==> src/rtl/optical_mode_map.svh <==
// Purpose: offsets, field positions, reset values and timing counts of the mode controller
// Assumes: 20 MHz system clock, byte-wide register port
// Notes: included by the design
// Rules from the document for this block
// host picks only standby, light, proximity, both, single-LED or dual-LED heart modes; the code has only light and proximity enables, no heart modes
// power-on or software reset puts the main state machine in start state
// after reset release start the oscillator, then load address and trims
// reaching idle after loading enters standby mode
// until the address is loaded every bus transfer gets not-acknowledge, requests ignored
// enabling any sensor mode powers the support blocks immediately
// after settling, about 1.5 ms, conversions start on scheduler triggers
// clearing an enable lets a running conversion finish before converter standby
// shared support blocks go to standby only when every sensor is inactive
// sleep-after-interrupt puts a sensor's converters to standby on its interrupt condition
// with sleep-after-interrupt, reading the sensor status sets its enable bit again
// disabling keeps status bits; activating a sensor clears them
// with nothing enabled the device stays in low-power standby
// light mode 0 converts green, clear, comp; 1 converts all five channels
// light mode select sits in the first main control register at 15h
// one common gain and resolution applies to every active light channel
// resolution sets integration time and full-scale count, 18 bits by default
// light gain offers 1x, 3x and 6x
// light resolution/period at 22h, light gain at 23h
// host lowers gain above about 80 percent, raises below about 20 percent
// software reset passes the same start, oscillator, load and idle sequence
`ifndef OPTICAL_MODE_MAP_SVH
`define OPTICAL_MODE_MAP_SVH
`define OFS_MAIN_CTRL0   8'h15
`define OFS_LIGHT_RES    8'h22
`define OFS_LIGHT_GAIN   8'h23
`define BIT_LIGHT_EN     0
`define BIT_PROX_EN      1
`define BIT_LIGHT_MODE   2
`define BIT_LIGHT_SAI    3
`define BIT_PROX_SAI     4
`define RST_MAIN_CTRL0   8'h00
`define RST_LIGHT_RES    8'h22
`define RST_LIGHT_GAIN   8'h01
`define CLK_MHZ          20
`define SETTLE_US        1500
`define SETTLE_CYC       (`SETTLE_US * `CLK_MHZ)
`define OSC_START_CYC    16
`endif

==> src/rtl/optical_mode_pkg.sv <==
// Purpose: types of the mode controller
// Assumes: constants come from optical_mode_map.svh
// Notes: one-hot state codes
package optical_mode_pkg;
  typedef enum logic [5:0] {
    ST_START  = 6'h01,
    ST_OSC    = 6'h02,
    ST_LOAD   = 6'h04,
    ST_IDLE   = 6'h08,
    ST_SETTLE = 6'h10,
    ST_ACTIVE = 6'h20
  } main_state_t;
endpackage : optical_mode_pkg

==> src/rtl/optical_sensor_mode_control.sv <==
// Purpose: main operating-mode controller and light channel configuration
// Assumes: register port already decoded from the serial bus, one strobe per byte
// Notes: converters report busy; scheduler gives one-cycle triggers
`timescale 1ns/1ps
`include "optical_mode_map.svh"
module optical_sensor_mode_control #(
  parameter int SETTLE_CYCLES = `SETTLE_CYC,
  parameter int OSC_CYCLES    = `OSC_START_CYC
) (
  input  wire logic       sys_clk,
  input  wire logic       srst,
  input  wire logic       softReset,
  input  wire logic       oscReady,
  input  wire logic       trimLoadDone,
  input  wire logic       regWrite,
  input  wire logic       regRead,
  input  wire logic [7:0] regAddr,
  input  wire logic [7:0] regWdata,
  output logic      [7:0] regRdata,
  output logic            busAck,
  input  wire logic       lightStatusRead,
  input  wire logic       proxStatusRead,
  input  wire logic       lightIntCond,
  input  wire logic       proxIntCond,
  input  wire logic       lightTrigger,
  input  wire logic       proxTrigger,
  input  wire logic       lightBusy,
  input  wire logic       proxBusy,
  output logic            oscEnable,
  output logic            trimLoadStart,
  output logic            addressLoaded,
  output logic            supportPower,
  output logic            lightAdcOn,
  output logic            proxAdcOn,
  output logic            lightConvStart,
  output logic            proxConvStart,
  output logic      [4:0] lightChannels,
  output logic      [2:0] lightResolution,
  output logic      [2:0] lightPeriod,
  output logic      [1:0] lightGain,
  output logic            lightStatusClear,
  output logic            proxStatusClear
);
  typedef struct packed {
    optical_mode_pkg::main_state_t st;
    logic [31:0] cnt;
    logic [7:0]  ctrl0;
    logic [7:0]  res;
    logic [7:0]  gain;
    logic        loaded;
    logic        lightOn;
    logic        proxOn;
    logic        lightSlept;
    logic        proxSlept;
    logic        lightClr;
    logic        proxClr;
    logic        lStart;
    logic        pStart;
    logic [7:0]  rdata;
  } state_t;

  state_t cur;
  state_t next_cur;
  logic   enL;
  logic   enP;
  logic   wrCtrl;
  logic   anyEn;

  always_comb
  begin
    next_cur = cur;
    next_cur.lightClr = 1'b0;
    next_cur.proxClr = 1'b0;
    next_cur.lStart = 1'b0;
    next_cur.pStart = 1'b0;
    enL = cur.ctrl0[`BIT_LIGHT_EN];
    enP = cur.ctrl0[`BIT_PROX_EN];
    wrCtrl = regWrite && cur.loaded && (regAddr == `OFS_MAIN_CTRL0);
    if (regWrite && cur.loaded)
    begin
      case (regAddr)
        `OFS_MAIN_CTRL0: next_cur.ctrl0 = regWdata;
        `OFS_LIGHT_RES:  next_cur.res = regWdata;
        `OFS_LIGHT_GAIN: next_cur.gain = regWdata;
        default: ;
      endcase
    end
    // activation clears old status; a plain disable leaves it alone
    if (wrCtrl && regWdata[`BIT_LIGHT_EN] && !enL)
      next_cur.lightClr = 1'b1;
    if (wrCtrl && regWdata[`BIT_PROX_EN] && !enP)
      next_cur.proxClr = 1'b1;
    // sleep on interrupt: drop enable, status read re-arms it
    if (cur.ctrl0[`BIT_LIGHT_SAI] && enL && lightIntCond)
    begin
      next_cur.ctrl0[`BIT_LIGHT_EN] = 1'b0;
      next_cur.lightSlept = 1'b1;
    end
    else if (cur.lightSlept && lightStatusRead && cur.ctrl0[`BIT_LIGHT_SAI])
    begin
      next_cur.ctrl0[`BIT_LIGHT_EN] = 1'b1;
      next_cur.lightSlept = 1'b0;
      next_cur.lightClr = 1'b1;
    end
    if (cur.ctrl0[`BIT_PROX_SAI] && enP && proxIntCond)
    begin
      next_cur.ctrl0[`BIT_PROX_EN] = 1'b0;
      next_cur.proxSlept = 1'b1;
    end
    else if (cur.proxSlept && proxStatusRead && cur.ctrl0[`BIT_PROX_SAI])
    begin
      next_cur.ctrl0[`BIT_PROX_EN] = 1'b1;
      next_cur.proxSlept = 1'b0;
      next_cur.proxClr = 1'b1;
    end
    anyEn = next_cur.ctrl0[`BIT_LIGHT_EN] || next_cur.ctrl0[`BIT_PROX_EN];
    // converters stay up until a running conversion ends
    next_cur.lightOn = enL || lightBusy;
    next_cur.proxOn = enP || proxBusy;
    case (cur.st)
      optical_mode_pkg::ST_START:
      begin
        next_cur.st = optical_mode_pkg::ST_OSC;
        next_cur.cnt = 32'h00000000;
      end
      optical_mode_pkg::ST_OSC:
      begin
        next_cur.cnt = cur.cnt + 32'h00000001;
        if (oscReady && cur.cnt >= 32'(OSC_CYCLES))
          next_cur.st = optical_mode_pkg::ST_LOAD;
      end
      optical_mode_pkg::ST_LOAD:
        if (trimLoadDone)
        begin
          next_cur.loaded = 1'b1;
          next_cur.st = optical_mode_pkg::ST_IDLE;
        end
      optical_mode_pkg::ST_IDLE:
      begin
        next_cur.cnt = 32'h00000000;
        if (anyEn)
          next_cur.st = optical_mode_pkg::ST_SETTLE;
      end
      optical_mode_pkg::ST_SETTLE:
      begin
        next_cur.cnt = cur.cnt + 32'h00000001;
        if (!anyEn && !cur.lightOn && !cur.proxOn)
          next_cur.st = optical_mode_pkg::ST_IDLE;
        else if (cur.cnt >= 32'(SETTLE_CYCLES - 1))
          next_cur.st = optical_mode_pkg::ST_ACTIVE;
      end
      optical_mode_pkg::ST_ACTIVE:
      begin
        next_cur.lStart = enL && lightTrigger && !lightBusy;
        next_cur.pStart = enP && proxTrigger && !proxBusy;
        if (!anyEn && !lightBusy && !proxBusy)
          next_cur.st = optical_mode_pkg::ST_IDLE;
      end
      default: next_cur.st = optical_mode_pkg::ST_START;
    endcase
    next_cur.rdata = 8'h00;
    if (regRead && cur.loaded)
    begin
      case (regAddr)
        `OFS_MAIN_CTRL0: next_cur.rdata = cur.ctrl0;
        `OFS_LIGHT_RES:  next_cur.rdata = cur.res;
        `OFS_LIGHT_GAIN: next_cur.rdata = cur.gain;
        default: next_cur.rdata = 8'h00;
      endcase
    end
  end

  always_ff @(posedge sys_clk)
  begin
    if (srst || softReset)
    begin
      cur.st <= optical_mode_pkg::ST_START;
      cur.cnt <= 32'h00000000;
      cur.ctrl0 <= `RST_MAIN_CTRL0;
      cur.res <= `RST_LIGHT_RES;
      cur.gain <= `RST_LIGHT_GAIN;
      cur.loaded <= 1'b0;
      cur.lightOn <= 1'b0;
      cur.proxOn <= 1'b0;
      cur.lightSlept <= 1'b0;
      cur.proxSlept <= 1'b0;
      cur.lightClr <= 1'b0;
      cur.proxClr <= 1'b0;
      cur.lStart <= 1'b0;
      cur.pStart <= 1'b0;
      cur.rdata <= 8'h00;
    end
    else
      cur <= next_cur;
  end

  // any offset acknowledges, but only once the address is known
  assign busAck = cur.loaded && (regWrite || regRead);
  assign regRdata = cur.rdata;
  assign addressLoaded = cur.loaded;
  assign oscEnable = (cur.st != optical_mode_pkg::ST_START);
  assign trimLoadStart = (cur.st == optical_mode_pkg::ST_LOAD);
  assign supportPower = (cur.st == optical_mode_pkg::ST_SETTLE)
                     || (cur.st == optical_mode_pkg::ST_ACTIVE);
  assign lightAdcOn = cur.lightOn && supportPower;
  assign proxAdcOn = cur.proxOn && supportPower;
  assign lightConvStart = cur.lStart;
  assign proxConvStart = cur.pStart;
  // red, green, blue, clear, comp from bit 4 down
  assign lightChannels = cur.ctrl0[`BIT_LIGHT_MODE] ? 5'h1F : 5'h0B;
  assign lightResolution = cur.res[6:4];
  assign lightPeriod = cur.res[2:0];
  // gain code 3 is not a documented step, clamp to 6x
  assign lightGain = (cur.gain[1:0] == 2'h3) ? 2'h2 : cur.gain[1:0];
  assign lightStatusClear = cur.lightClr;
  assign proxStatusClear = cur.proxClr;
endmodule : optical_sensor_mode_control

==> config.mk <==
export PLATFORM = sky130hd
export DESIGN_NAME = optical_sensor_mode_control
export DESIGN_NICKNAME = d
export VERILOG_FILES = /design/src/rtl/optical_mode_pkg.sv /design/src/rtl/optical_sensor_mode_control.sv
export VERILOG_INCLUDE_DIRS = /design/src /design/src/rtl
export SDC_FILE = /design/constraint.sdc
export NUM_CORES = 1
export LEC_CHECK = 0
export BUFFER_PORTS_ARGS = -buffer_cell sky130_fd_sc_hd__clkbuf_2
export CAP_MARGIN = 20
export CELL_PAD_IN_SITES_DETAIL_PLACEMENT = 0
export CELL_PAD_IN_SITES_GLOBAL_PLACEMENT = 1
export CORE_MARGIN = 5
export CORE_UTILIZATION = 45
export CTS_CLUSTER_SIZE = 8
export DETAILED_ROUTE_END_ITERATION = 10
export GPL_TIMING_DRIVEN = 0
export PLACE_DENSITY = 0.94
export RECOVER_POWER = 50
export REMOVE_ABC_BUFFERS = 1
export SETUP_SLACK_MARGIN = 0.05
export SYNTH_ARGS = -nofsm -noshare
export SYNTH_HDL_FRONTEND = slang
export SYNTH_SLANG_ARGS = --single-unit
export TNS_END_PERCENT = 20
==> constraint.sdc <==
create_clock -name sys_clk -period 3.85 [get_ports sys_clk]
set_input_delay 0.385 -clock sys_clk [delete_from_list [all_inputs] [get_ports sys_clk]]
set_output_delay 0.385 -clock sys_clk [all_outputs]
set_load 0.02 [all_outputs]
==> impl_metrics.csv, run 1 <==
group,metric,value,unit
grt,grt_pass1_vias,3484,
final_layout,seq_area,1580,um^2
worst_setup_path,r2r_end,"cur[60]$_SDFFE_PP0P_",
sta,slew_violations,54,
synth,async_flop_share,0,
route,dr.pass1.iters,5,
sta,fin_skew,0.0104,ns
worst_setup_path,cp-start-kind,"flop",
outcome,violations,"capacitance limit, slew limit",
route,ant_nets,0,
sta,worstMarginPinSlew,2.41,ns
sta,hold_ws,0.210,ns
worst_setup_path,crit_start,"cur[73]$_SDFFE_PP1P_",
synth,synthCells,495,
sta,hold_viol_final,0,
die,rows,34,
grt,grt_pass1_wl,16600,um
route,drt-total-wl,9760,um
grt,antenna_found_initial,0,
synth,yosys.area.top_type,"dfxtp_1",
synth,synth.avg_cell_area,8.19,um^2
outcome,status,"finished, violations left",
flow_run,max_cap_viol_count,1,
synth,synth-seq-cells,79,
route,viasPerCell,5.73,
sta,fin_setup_tns,0,ns
power_and_ir_drop,intPower,1.10,mW
die,coreArea,8760,um^2
synth,yosysMostFrequentCell,"dfxtp_1",
worst_setup_path,path_buf_inv,0,
grt,grtUsageMet1,0.227,
sta,fmax,0.338,GHz
sta,rsz0062_at_grt,"false",
grt,grt-ovfl-total,0,
power_and_ir_drop,clock_power_share,0.405,
min_path,min_path_type,"primary input to flop",
clock_tree,htreeDepth,3,
power_and_ir_drop,ir_drop,170,uV
synth,syn_area,4050,um^2
clock_tree,cts_made_buffers,9,
clock_tree,cts_root_buffer,"clkbuf_8",
clock_tree,clk_latency,0.36,ns
worst_setup_path,crit_path_end,"cur[60]$_SDFFE_PP0P_",
grt,met2_usage,0.309,
power_and_ir_drop,combPwrFrac,0.056,
power_and_ir_drop,p_sw,426,uW
grt,grt_use_total,0.180,
route,drt_iter0_drc,181,
die,pin_count,63,
placed_design,io_buffers,59,
die,dieArea,11000,um^2
power_and_ir_drop,p_per_area,347,nW/um^2
placed_design,gp_congestion,0.853,
worst_setup_path,r2r_start,"cur[73]$_SDFFE_PP1P_",
worst_setup_path,crit_slowest_cell,"or4_1",
clock_tree,cts_tree,"done",
sta,setup_viol,0,
placed_design,hpwl,6880,um
grt,grt_start_max_net_pins,60,
worst_setup_path,max_stage_delay,0.59,ns
route,via_count,3647,
final_layout,num_antenna_cells,0,
synth,ys_top_cells_by_area,"dfxtp_1 (39%), mux2i_1 (7.4%), nor2_1 (6.8%)",
worst_setup_path,crit_type,"flop to flop",
final_layout,fillers,880,
clock_tree,cts-resized-gates,0,
synth,ys.flop_type,"dfxtp_1",
final_layout,final_nets,556,
clock_tree,post_cts_buffers,0,
placed_design,place_area,4250,um^2
synth,synth-warning-count,0,
die,start_util,0.463,
clock_tree,cts_buffer_depth,2,
power_and_ir_drop,seq_power_share,0.539,
synth,synth_edf_count,0,
sta,slew_headroom,-0.607,
final_layout,drive_above_1_share,0.125,
sta,post-route-period-util,0.769,
synth,yosysSeqAreaShare,0.390,
clock_tree,clock_sinks,79,
worst_setup_path,timing.critical_path.cells,"or4_1 > or3b_2 > and2_0 > nand2_1 > o211ai_1 > o21ai_0 > nor2_1",
worst_setup_path,cp.arrival,3.12,ns
sta,fin_crit,2.96,ns
grt,gr-usage-met3,0.0339,
grt,grt-busiest-layer,"met2",
worst_setup_path,r2r.worst_path.cells,7,
power_and_ir_drop,p_leak,1.54,nW
route,drc,0,
clock_tree,ctsHoldBuffers,0,
final_layout,multi_input_area,2190,um^2
worst_setup_path,crit_cells,7,
final_layout,area_growth,8.64,%
synth,synth_commonest_cells,"dfxtp_1 (79), nor2_1 (73), a21oi_1 (44)",
clock_tree,clk_pin_slew_worst_paths,0.10,ns
worst_setup_path,cp_top_family,"simple AND/OR/NAND/NOR gates",
die,die_h,105,um
worst_setup_path,r2r_slack,0.89,ns
worst_setup_path,required,4.01,ns
power_and_ir_drop,switching_share,0.279,
final_layout,final_area,4400,um^2
synth,ys_types,61,
worst_setup_path,worst_setup_path_end_kind,"flop",
worst_setup_path,critPathMaxFanout,14,
route,routedWlPerCell,15.3,um
die,die_w,105,um
synth,yosys.area.top_type_share,0.390,
==> area by class of cell <==
class	count	area share
clock buffer	9	0.0281
timing repair buffer	60	0.0605
tap	108	0.0307
clock inverter	7	0.0159
multi-input combinational	364	0.498
inverter	9	0.00767
sequential	79	0.359
==> stage by stage <==
| step | total power [mW] | utilization | cells | worst slack [ns] |
|---|---|---|---|---|
| 3_3_place_gp | 0.926 | 0.483 | 619 | 0.653 |
| 2_1_floorplan | 0.884 | - | 452 | 1.42 |
| 4_1_cts | 1.54 | 0.507 | 635 | 0.939 |
| 6_report | 1.53 | 0.503 | 636 | 0.889 |
| 5_1_grt | 1.59 | 0.503 | 636 | 0.669 |
| 3_5_place_dp | 0.928 | 0.484 | 619 | 0.918 |
==> state kept, by name, indices dropped and copies added (netlist names) <==
register / flops
proxConvStart: 1
addressLoaded: 1
cur: 60
lightPeriod: 3
regRdata: 8
lightResolution: 3
lightStatusClear: 1
proxStatusClear: 1
lightConvStart: 1
==> per-layer routing <==
| metal | wire [um] | vias to the layer above |
|---|---|---|
| li1 | - | 1817 |
| met1 | 4320 | 1735 |
| met2 | 4790 | 86 |
| met3 | 520 | 9 |
| met4 | 131 | 0 |
| met5 | 0 | - |
==> worst register-to-register path: stages (launching register included) <==
cell and delay [ns]:
dfxtp_1 0.40, or4_1 0.59, or3b_2 0.51, and2_0 0.48, nand2_1 0.47, o211ai_1 0.15, o21ai_0 0.11, nor2_1 0.05
==> worst min path at each step <==
stage | start | to | slack [ns] | cells after the start
4_1_cts | proxBusy | proxConvStart$_SDFF_PP0_ | 0.20 | 2
3_3_place_gp | cur[12]$_SDFFE_PP0P_ | cur[12]$_SDFFE_PP0P_ | 0.44 | 2
3_5_place_dp | cur[13]$_SDFFE_PP0P_ | cur[13]$_SDFFE_PP0P_ | 0.45 | 2
6_report | proxBusy | proxConvStart$_SDFF_PP0_ | 0.21 | 2
5_1_grt | lightBusy | lightConvStart$_SDFF_PP0_ | 0.22 | 2
2_1_floorplan | cur[12]$_SDFFE_PP0P_ | cur[12]$_SDFFE_PP0P_ | 0.43 | 2
==> placed cells by master, fill, tap and decap left out, types with 3 or more instances in the layout <==
master	count
dfxtp_1	79
nor2_1	73
a21oi_1	44
nand2_1	41
clkbuf_2	33
mux2i_1	30
clkbuf_1	27
nand3_1	18
o21ai_0	18
nand4_1	12
nor3_1	11
inv_1	9
clkbuf_8	9
and3_1	8
nor4_1	8
o211ai_1	7
a31oi_1	7
or3_1	6
and4_1	6
or4_1	4
and2_1	4
a311oi_1	4
inv_8	4
nand4b_1	3
nor2b_1	3
and2_0	3
a41oi_1	3
nor3_2	3
mux2_2	3
nand3b_1	3
conb_1	3
==> power by group through the flow <==
stage	logic, mW	registers [mW]	clock network [mW]
6_report	0.0855	0.823	0.620
5_1_grt	0.0944	0.824	0.670
4_1_cts	0.0864	0.823	0.631
3_5_place_dp	0.0859	0.842	0
3_3_place_gp	0.0840	0.842	0
2_1_floorplan	0.0429	0.841	0
==> cells by family after synthesis <==
group                      count (synthesis)  share of synthesized area
and+or+nand+nor                          224                      0.292
AOI/OAI and AO/OA                         98                      0.148
DFF                                       79                      0.390
buffers and inverters                     54                     0.0713
muxes                                     33                     0.0824
xor gates and xnor gates                   4                    0.00864
adders and majority gates                  2                    0.00617
other                                      1                   0.000925
(Power assumes the default switching activity.)
==> run 2, diff against run 1 <==
ABC_AREA = 1   (was not set)
CORE_UTILIZATION = 41   (was 45)
PLACE_DENSITY = 0.9   (was 0.94)
clock period = 2.85 ns   (was 3.85 ns; I/O delays follow)
==> run 2 against run 1 <==
Against the previous run:
- the flow now finishes without violations
- synthesized area up 8.4%
- first-iteration DRC count increased by 34%
- flip-flop and latch count is the same
- combinational power rose by 67%
- global-route usage decreased by 0.79 points
==> impl_metrics.csv, run 2 <==
group,metric,value,unit
outcome,status,"completed",
clock_tree,clk_pin_slew_worst_paths,0.09,ns
sta,slew_headroom,0.357,
final_layout,instances_no_fill,820,
worst_setup_path,cp-start-kind,"flop",
synth,yosys.area.top_type_share,0.360,
final_layout,drive_above_1_share,0.152,
synth,synthCells,641,
clock_tree,clk_latency,0.37,ns
placed_design,gp_congestion,0.880,
sta,fmax,0.446,GHz
synth,synth-seq-cells,79,
synth,synth-warning-count,0,
placed_design,place_area,4650,um^2
final_layout,postLayoutCoreUtil,0.467,
flow_run,max_cap_viol_count,0,
synth,yosysSeqAreaShare,0.360,
final_layout,mostFrequentLayoutCell,"nand2_1",
grt,grt-ovfl-total,0,
clock_tree,cts_buffer_depth,2,
grt,grt_pass1_wl,18300,um
power_and_ir_drop,seq_power_share,0.538,
grt,grt_start_max_net_pins,45,
final_layout,num_antenna_cells,0,
synth,syn_area,4390,um^2
die,rows,37,
placed_design,hpwl,7940,um
min_path,min_path_type,"primary input to flop",
sta,rsz0062_at_grt,"false",
final_layout,area_growth,10.2,%
synth,synth_commonest_cells,"nand2_1 (120), dfxtp_1 (79), inv_1 (79)",
sta,hold_ws,0.115,ns
clock_tree,clock_sinks,79,
worst_setup_path,crit_type,"flop to flop",
sta,hold_viol_final,0,
power_and_ir_drop,p_per_area,426,nW/um^2
route,ant_nets,0,
die,start_util,0.424,
worst_setup_path,required,3.12,ns
sta,fin_crit,2.24,ns
synth,synth_edf_count,0,
route,drt-total-wl,10900,um
sta,worstMarginPinSlew,0.963,ns
power_and_ir_drop,combPwrFrac,0.069,
final_layout,top_register,"cur",
final_layout,largest_register_ffs,60,
clock_tree,cts_tree,"done",
grt,grt_use_total,0.172,
power_and_ir_drop,p_leak,2.02,nW
die,coreArea,10400,um^2
clock_tree,htreeDepth,3,
route,drt_iter0_drc,243,
synth,ys.flop_type,"dfxtp_1",
die,dieArea,12900,um^2
sta,fin_setup_tns,0,ns
power_and_ir_drop,switching_share,0.281,
synth,synth.avg_cell_area,6.86,um^2
final_layout,layout_common_cells,"nand2_1 (120), inv_1 (82), dfxtp_1 (79)",
synth,yosys.area.top_type,"dfxtp_1",
worst_setup_path,critPathMaxFanout,18,
worst_setup_path,worst_setup_path_end_kind,"flop",
power_and_ir_drop,p_sw,579,uW
route,viasPerCell,5.11,
route,dr.pass1.iters,5,
synth,ys_top_cells_by_area,"dfxtp_1 (36%), nand2_1 (10%), inv_1 (6.7%)",
synth,yosysMostFrequentCell,"nand2_1",
route,drc,0,
clock_tree,cts_root_buffer,"clkbuf_8",
power_and_ir_drop,intPower,1.48,mW
placed_design,io_buffers,59,
final_layout,final_nets,712,
sta,setup_viol,0,
grt,antenna_found_initial,0,
sta,post-route-period-util,0.787,
die,pin_count,63,
synth,async_flop_share,0,
clock_tree,cts_made_buffers,9,
power_and_ir_drop,clock_power_share,0.393,
power_and_ir_drop,ir_drop,321,uV
route,routedWlPerCell,13.3,um
grt,grt_pass1_vias,3955,
synth,ys_types,50,
sta,slew_violations,0,
final_layout,final_area,4840,um^2
worst_setup_path,cp.arrival,2.51,ns
final_layout,fillers,1145,
die,die_w,114,um
sta,fin_skew,0.0133,ns
die,die_h,114,um
placed_design,dp.cells,802,
route,via_count,4190,
-- run 2: changes by cell type after synthesis, moves of 10 or more --
cell / delta
nand2_1: +79
inv_1: +70
mux2i_1: -30
nand3_1: +24
inv_2: +21
o21ai_0: +18
o21ai_1: +14
clkbuf_1: -10
-- run 2: timing repair --
action | CTS | global route
resized for setup | 1 | 0
hold buffers | 0 | 0
setup buffers | 0 | 0
setup endpoints to repair | 10 | 0
-- run 2: kinds of logic (layout without fill, tap and decap cells) --
family / Yosys count / in the layout / share of synthesized area
other: 1 / 3 / 0.000853
buffers and inverters: 139 / 179 / 0.138
XOR/XNOR: 2 / 2 / 0.00399
AO/OA/AOI/OAI: 120 / 120 / 0.154
flip-flops: 79 / 79 / 0.360
adder cells (fa/ha/maj): 2 / 2 / 0.00569
AND/OR/NAND/NOR: 298 / 299 / 0.337
-- run 2: final cells by class --
class                      count  area, um^2  share of cell area
timing repair buffer          60         289              0.0597
multi-input combinational    426        2230               0.460
tap                          136         170              0.0351
clock buffer                   9         124              0.0256
clock inverter                 7        61.3              0.0127
inverter                     103         388              0.0801
sequential                    79        1580               0.327
-- run 2: metal layers --
| layer | track usage | wire length, um | part of all wire |
|---|---|---|---|
| met4 | 0.0513 | 165 | 0.015 |
| met3 | 0.0408 | 596 | 0.055 |
| met1 | 0.221 | 5070 | 0.47 |
| met5 | 0 | 0 | 0 |
| met2 | 0.286 | 5060 | 0.46 |
-- run 2: power groups by stage --
stage	Combinational [mW]	Clock (mW)	Sequential [mW]
3_5_place_dp	0.135	0	1.14
5_1_grt	0.158	0.885	1.11
4_1_cts	0.143	0.833	1.11
3_3_place_gp	0.133	0	1.14
6_report	0.143	0.810	1.11
2_1_floorplan	0.0758	0	1.13
-- run 2: final timing paths --
check                           slack (ns)                       end  cells past startpoint            startpoint
worst max-delay path                  0.61      cur[50]$_SDFFE_PP0P_                      9  cur[74]$_SDFFE_PP0P_
worst min-delay path                  0.11  proxConvStart$_SDFF_PP0_                      2              proxBusy
worst max register to register        0.61      cur[50]$_SDFFE_PP0P_                      9  cur[74]$_SDFFE_PP0P_
worst min register to register        0.46      cur[20]$_SDFFE_PP0P_                      2  cur[20]$_SDFFE_PP0P_
-- run 2: worst max-delay path, cell delays in order (launching register included) --
cell	delay (ns)
dfxtp_1	0.37
inv_2	0.06
nand2_1	0.08
nor2_1	0.06
nand3_1	0.11
nand2_1	0.38
buf_16	0.32
nor2_4	0.30
inv_1	0.20
a221oi_1	0.28
-- run 2: metrics by stage --
step	total power, mW	worst slack, ns
2_1_floorplan	1.21	0.343
3_3_place_gp	1.27	-1.49
3_5_place_dp	1.27	-0.287
4_1_cts	2.09	0.237
5_1_grt	2.15	0.422
6_report	2.06	0.608
==> run 3, diff against run 2 <==
CORE_UTILIZATION = 37   (was 41)
PLACE_DENSITY = 0.86   (was 0.9)
clock period = 1.8 ns   (was 2.85 ns; I/O delays follow)
==> run 3 against run 2 <==
Against the previous run:
- the flow now finishes with violations (setup timing)
- global-route usage down 1.2 points
- core utilization shrank 0.42 points
- flip-flop and latch count unchanged
- sequential share of layout area down 2.6 points
- hold slack worse by 0.083 ns
- non-clock buffer count grew 17
- setup slack got worse by 0.61 ns
- largest power group is now the clock network
- highest routed layer unchanged
==> impl_metrics.csv, run 3 (synthesized netlist as in run 2, its figures left out) <==
group,metric,value,unit
clock_tree,clk_latency,0.34,ns
clock_tree,ctsHoldBuffers,0,
sta,slew_headroom,0.605,
placed_design,gp_congestion,0.889,
sta,fin_setup_tns,-0.0000222,ns
clock_tree,clock_sinks,79,
worst_setup_path,required,2.07,ns
sta,slew_violations,0,
final_layout,fillers,1161,
placed_design,hpwl,8060,um
final_layout,layout_common_cells,"nand2_1 (113), inv_1 (76), dfxtp_1 (68)",
outcome,status,"finished, violations left",
die,die_h,119,um
final_layout,num_antenna_cells,0,
power_and_ir_drop,switching_share,0.262,
clock_tree,cts_made_buffers,9,
worst_setup_path,crit_top_cell,"nand3_2",
sta,setup_viol,1,
grt,grt_start_max_net_pins,33,
worst_setup_path,crit_slowest_cell,"dfxtp_4",
sta,hold_ws,0.0314,ns
worst_setup_path,r2r_slack,-0.00002,ns
final_layout,mostFrequentLayoutCell,"nand2_1",
outcome,violations,"setup timing",
die,pin_count,63,
final_layout,largest_register_ffs,60,
power_and_ir_drop,p_leak,2.26,nW
worst_setup_path,timing.critical_path.cells,"ha_4 > nand2_4 > nor2_4 > nand4_4 > buf_6 > nor4_4 > nand3_2 > clkinv_2 > or2_4 > nand3_2 > a21oi_2",
die,die_w,119,um
sta,fmax,0.556,GHz
sta,worstMarginPinSlew,0.591,ns
worst_setup_path,path_buf_inv,2,
power_and_ir_drop,seq_power_share,0.461,
sta,layout_setup_ws,-0.0000222,ns
worst_setup_path,cp-start-kind,"flop",
grt,antenna_found_initial,0,
sta,fin_crit,1.80,ns
die,coreArea,11500,um^2
sta,fin_skew,0.00555,ns
clock_tree,cts_root_buffer,"clkbuf_16",
sta,rsz0062_at_grt,"true",
clock_tree,htreeDepth,3,
route,drc,0,
final_layout,area_growth,21.3,%
route,routedWlPerCell,13.7,um
die,start_util,0.382,
final_layout,drive_above_1_share,0.252,
route,via_count,4256,
final_layout,top_register,"cur",
route,drt_iter0_drc,205,
grt,grt_pass1_wl,18900,um
route,drt-total-wl,11600,um
final_layout,final_nets,730,
grt,grt-ovfl-total,0,
power_and_ir_drop,p_per_area,715,nW/um^2
power_and_ir_drop,p_sw,997,uW
die,rows,39,
worst_setup_path,worst_setup_path_end_kind,"flop",
sta,post-route-period-util,1.00,
grt,grt_use_total,0.159,
worst_setup_path,cp.arrival,2.07,ns
clock_tree,cts_tree,"done",
route,viasPerCell,5.04,
sta,hold_viol_final,0,
power_and_ir_drop,clock_power_share,0.467,
clock_tree,cts_buffer_depth,2,
route,ant_nets,0,
route,dr.pass1.iters,8,
grt,grt_pass1_vias,4128,
clock_tree,clk_pin_slew_worst_paths,0.07,ns
die,dieArea,14200,um^2
placed_design,dp.cells,810,
worst_setup_path,critPathMaxFanout,5,
worst_setup_path,max_stage_delay,0.38,ns
flow_run,max_cap_viol_count,0,
worst_setup_path,cp_top_family,"simple AND/OR/NAND/NOR gates",
placed_design,io_buffers,59,
power_and_ir_drop,combPwrFrac,0.072,
power_and_ir_drop,intPower,2.81,mW
worst_setup_path,crit_type,"flop to flop",
min_path,min_path_type,"primary input to flop",
final_layout,instances_no_fill,845,
power_and_ir_drop,ir_drop,473,uV
run 3: cell types whose count changed in the layout (fill, tap and decap cells not counted), sizes merged:
cell / delta
nand2: +1
clkinv: -2
clkbuf: -2
buf: +19
clkinvlp: +1
inv: +1
run 3: final timing paths:
check | from | endpoint | cells past startpoint
max | cur[41]$_SDFFE_PP0P_ | cur[65]$_SDFFE_PP0P_ | 11
min reg2reg | cur[20]$_SDFFE_PP0P_ | cur[20]$_SDFFE_PP0P_ | 2
max reg2reg | cur[41]$_SDFFE_PP0P_ | cur[65]$_SDFFE_PP0P_ | 11
min | proxBusy | proxConvStart$_SDFF_PP0_ | 2
run 3: layer usage:
| layer | wire length (um) | share of wire | global-route usage |
|---|---|---|---|
| met1 | 5300 | 0.46 | 0.202 |
| met2 | 5540 | 0.48 | 0.265 |
| met3 | 595 | 0.051 | 0.0374 |
| met4 | 138 | 0.012 | 0.0572 |
| met5 | 0 | 0 | 0 |
run 3: power by group through the flow:
| stage | clock network [mW] | logic [mW] | registers (mW) |
|---|---|---|---|
| 2_1_floorplan | 0 | 0.120 | 1.80 |
| 3_3_place_gp | 0 | 0.213 | 1.80 |
| 3_5_place_dp | 0 | 0.222 | 1.80 |
| 4_1_cts | 1.81 | 0.256 | 1.76 |
| 5_1_grt | 1.91 | 0.298 | 1.75 |
| 6_report | 1.78 | 0.275 | 1.76 |
run 3: final cells by class:
cell class	count	area (um^2)	area share
Timing Repair Buffer	77	450	0.0845
Inverter	103	392	0.0735
Sequential cell	79	1600	0.300
Clock inverter	7	62.6	0.0117
Multi-Input combinational cell	427	2420	0.454
Clock buffer	9	225	0.0423
Tap cell	143	179	0.0336
run 3: timing repair:
action | CTS | global route
buffers inserted | 5 | 12
pin swaps | 7 | 17
cloned | 1 | 1
endpoints found under the setup margin | 40 | 34
resized for setup | 28 | 38
run 3: per-stage QoR:
| step | area, um^2 | setup WS [ns] | util | power, mW |
|---|---|---|---|---|
| CTS | 5130 | -0.0306 | 0.446 | 3.83 |
| detailed placement | 4690 | -1.37 | 0.407 | 2.02 |
| finish | 5330 | -0.0000222 | 0.463 | 3.81 |
| global placement | 4660 | -2.59 | 0.404 | 2.01 |
| floorplan | 4180 | -0.602 | - | 1.92 |
| global route | 5330 | -0.0788 | 0.463 | 3.96 |
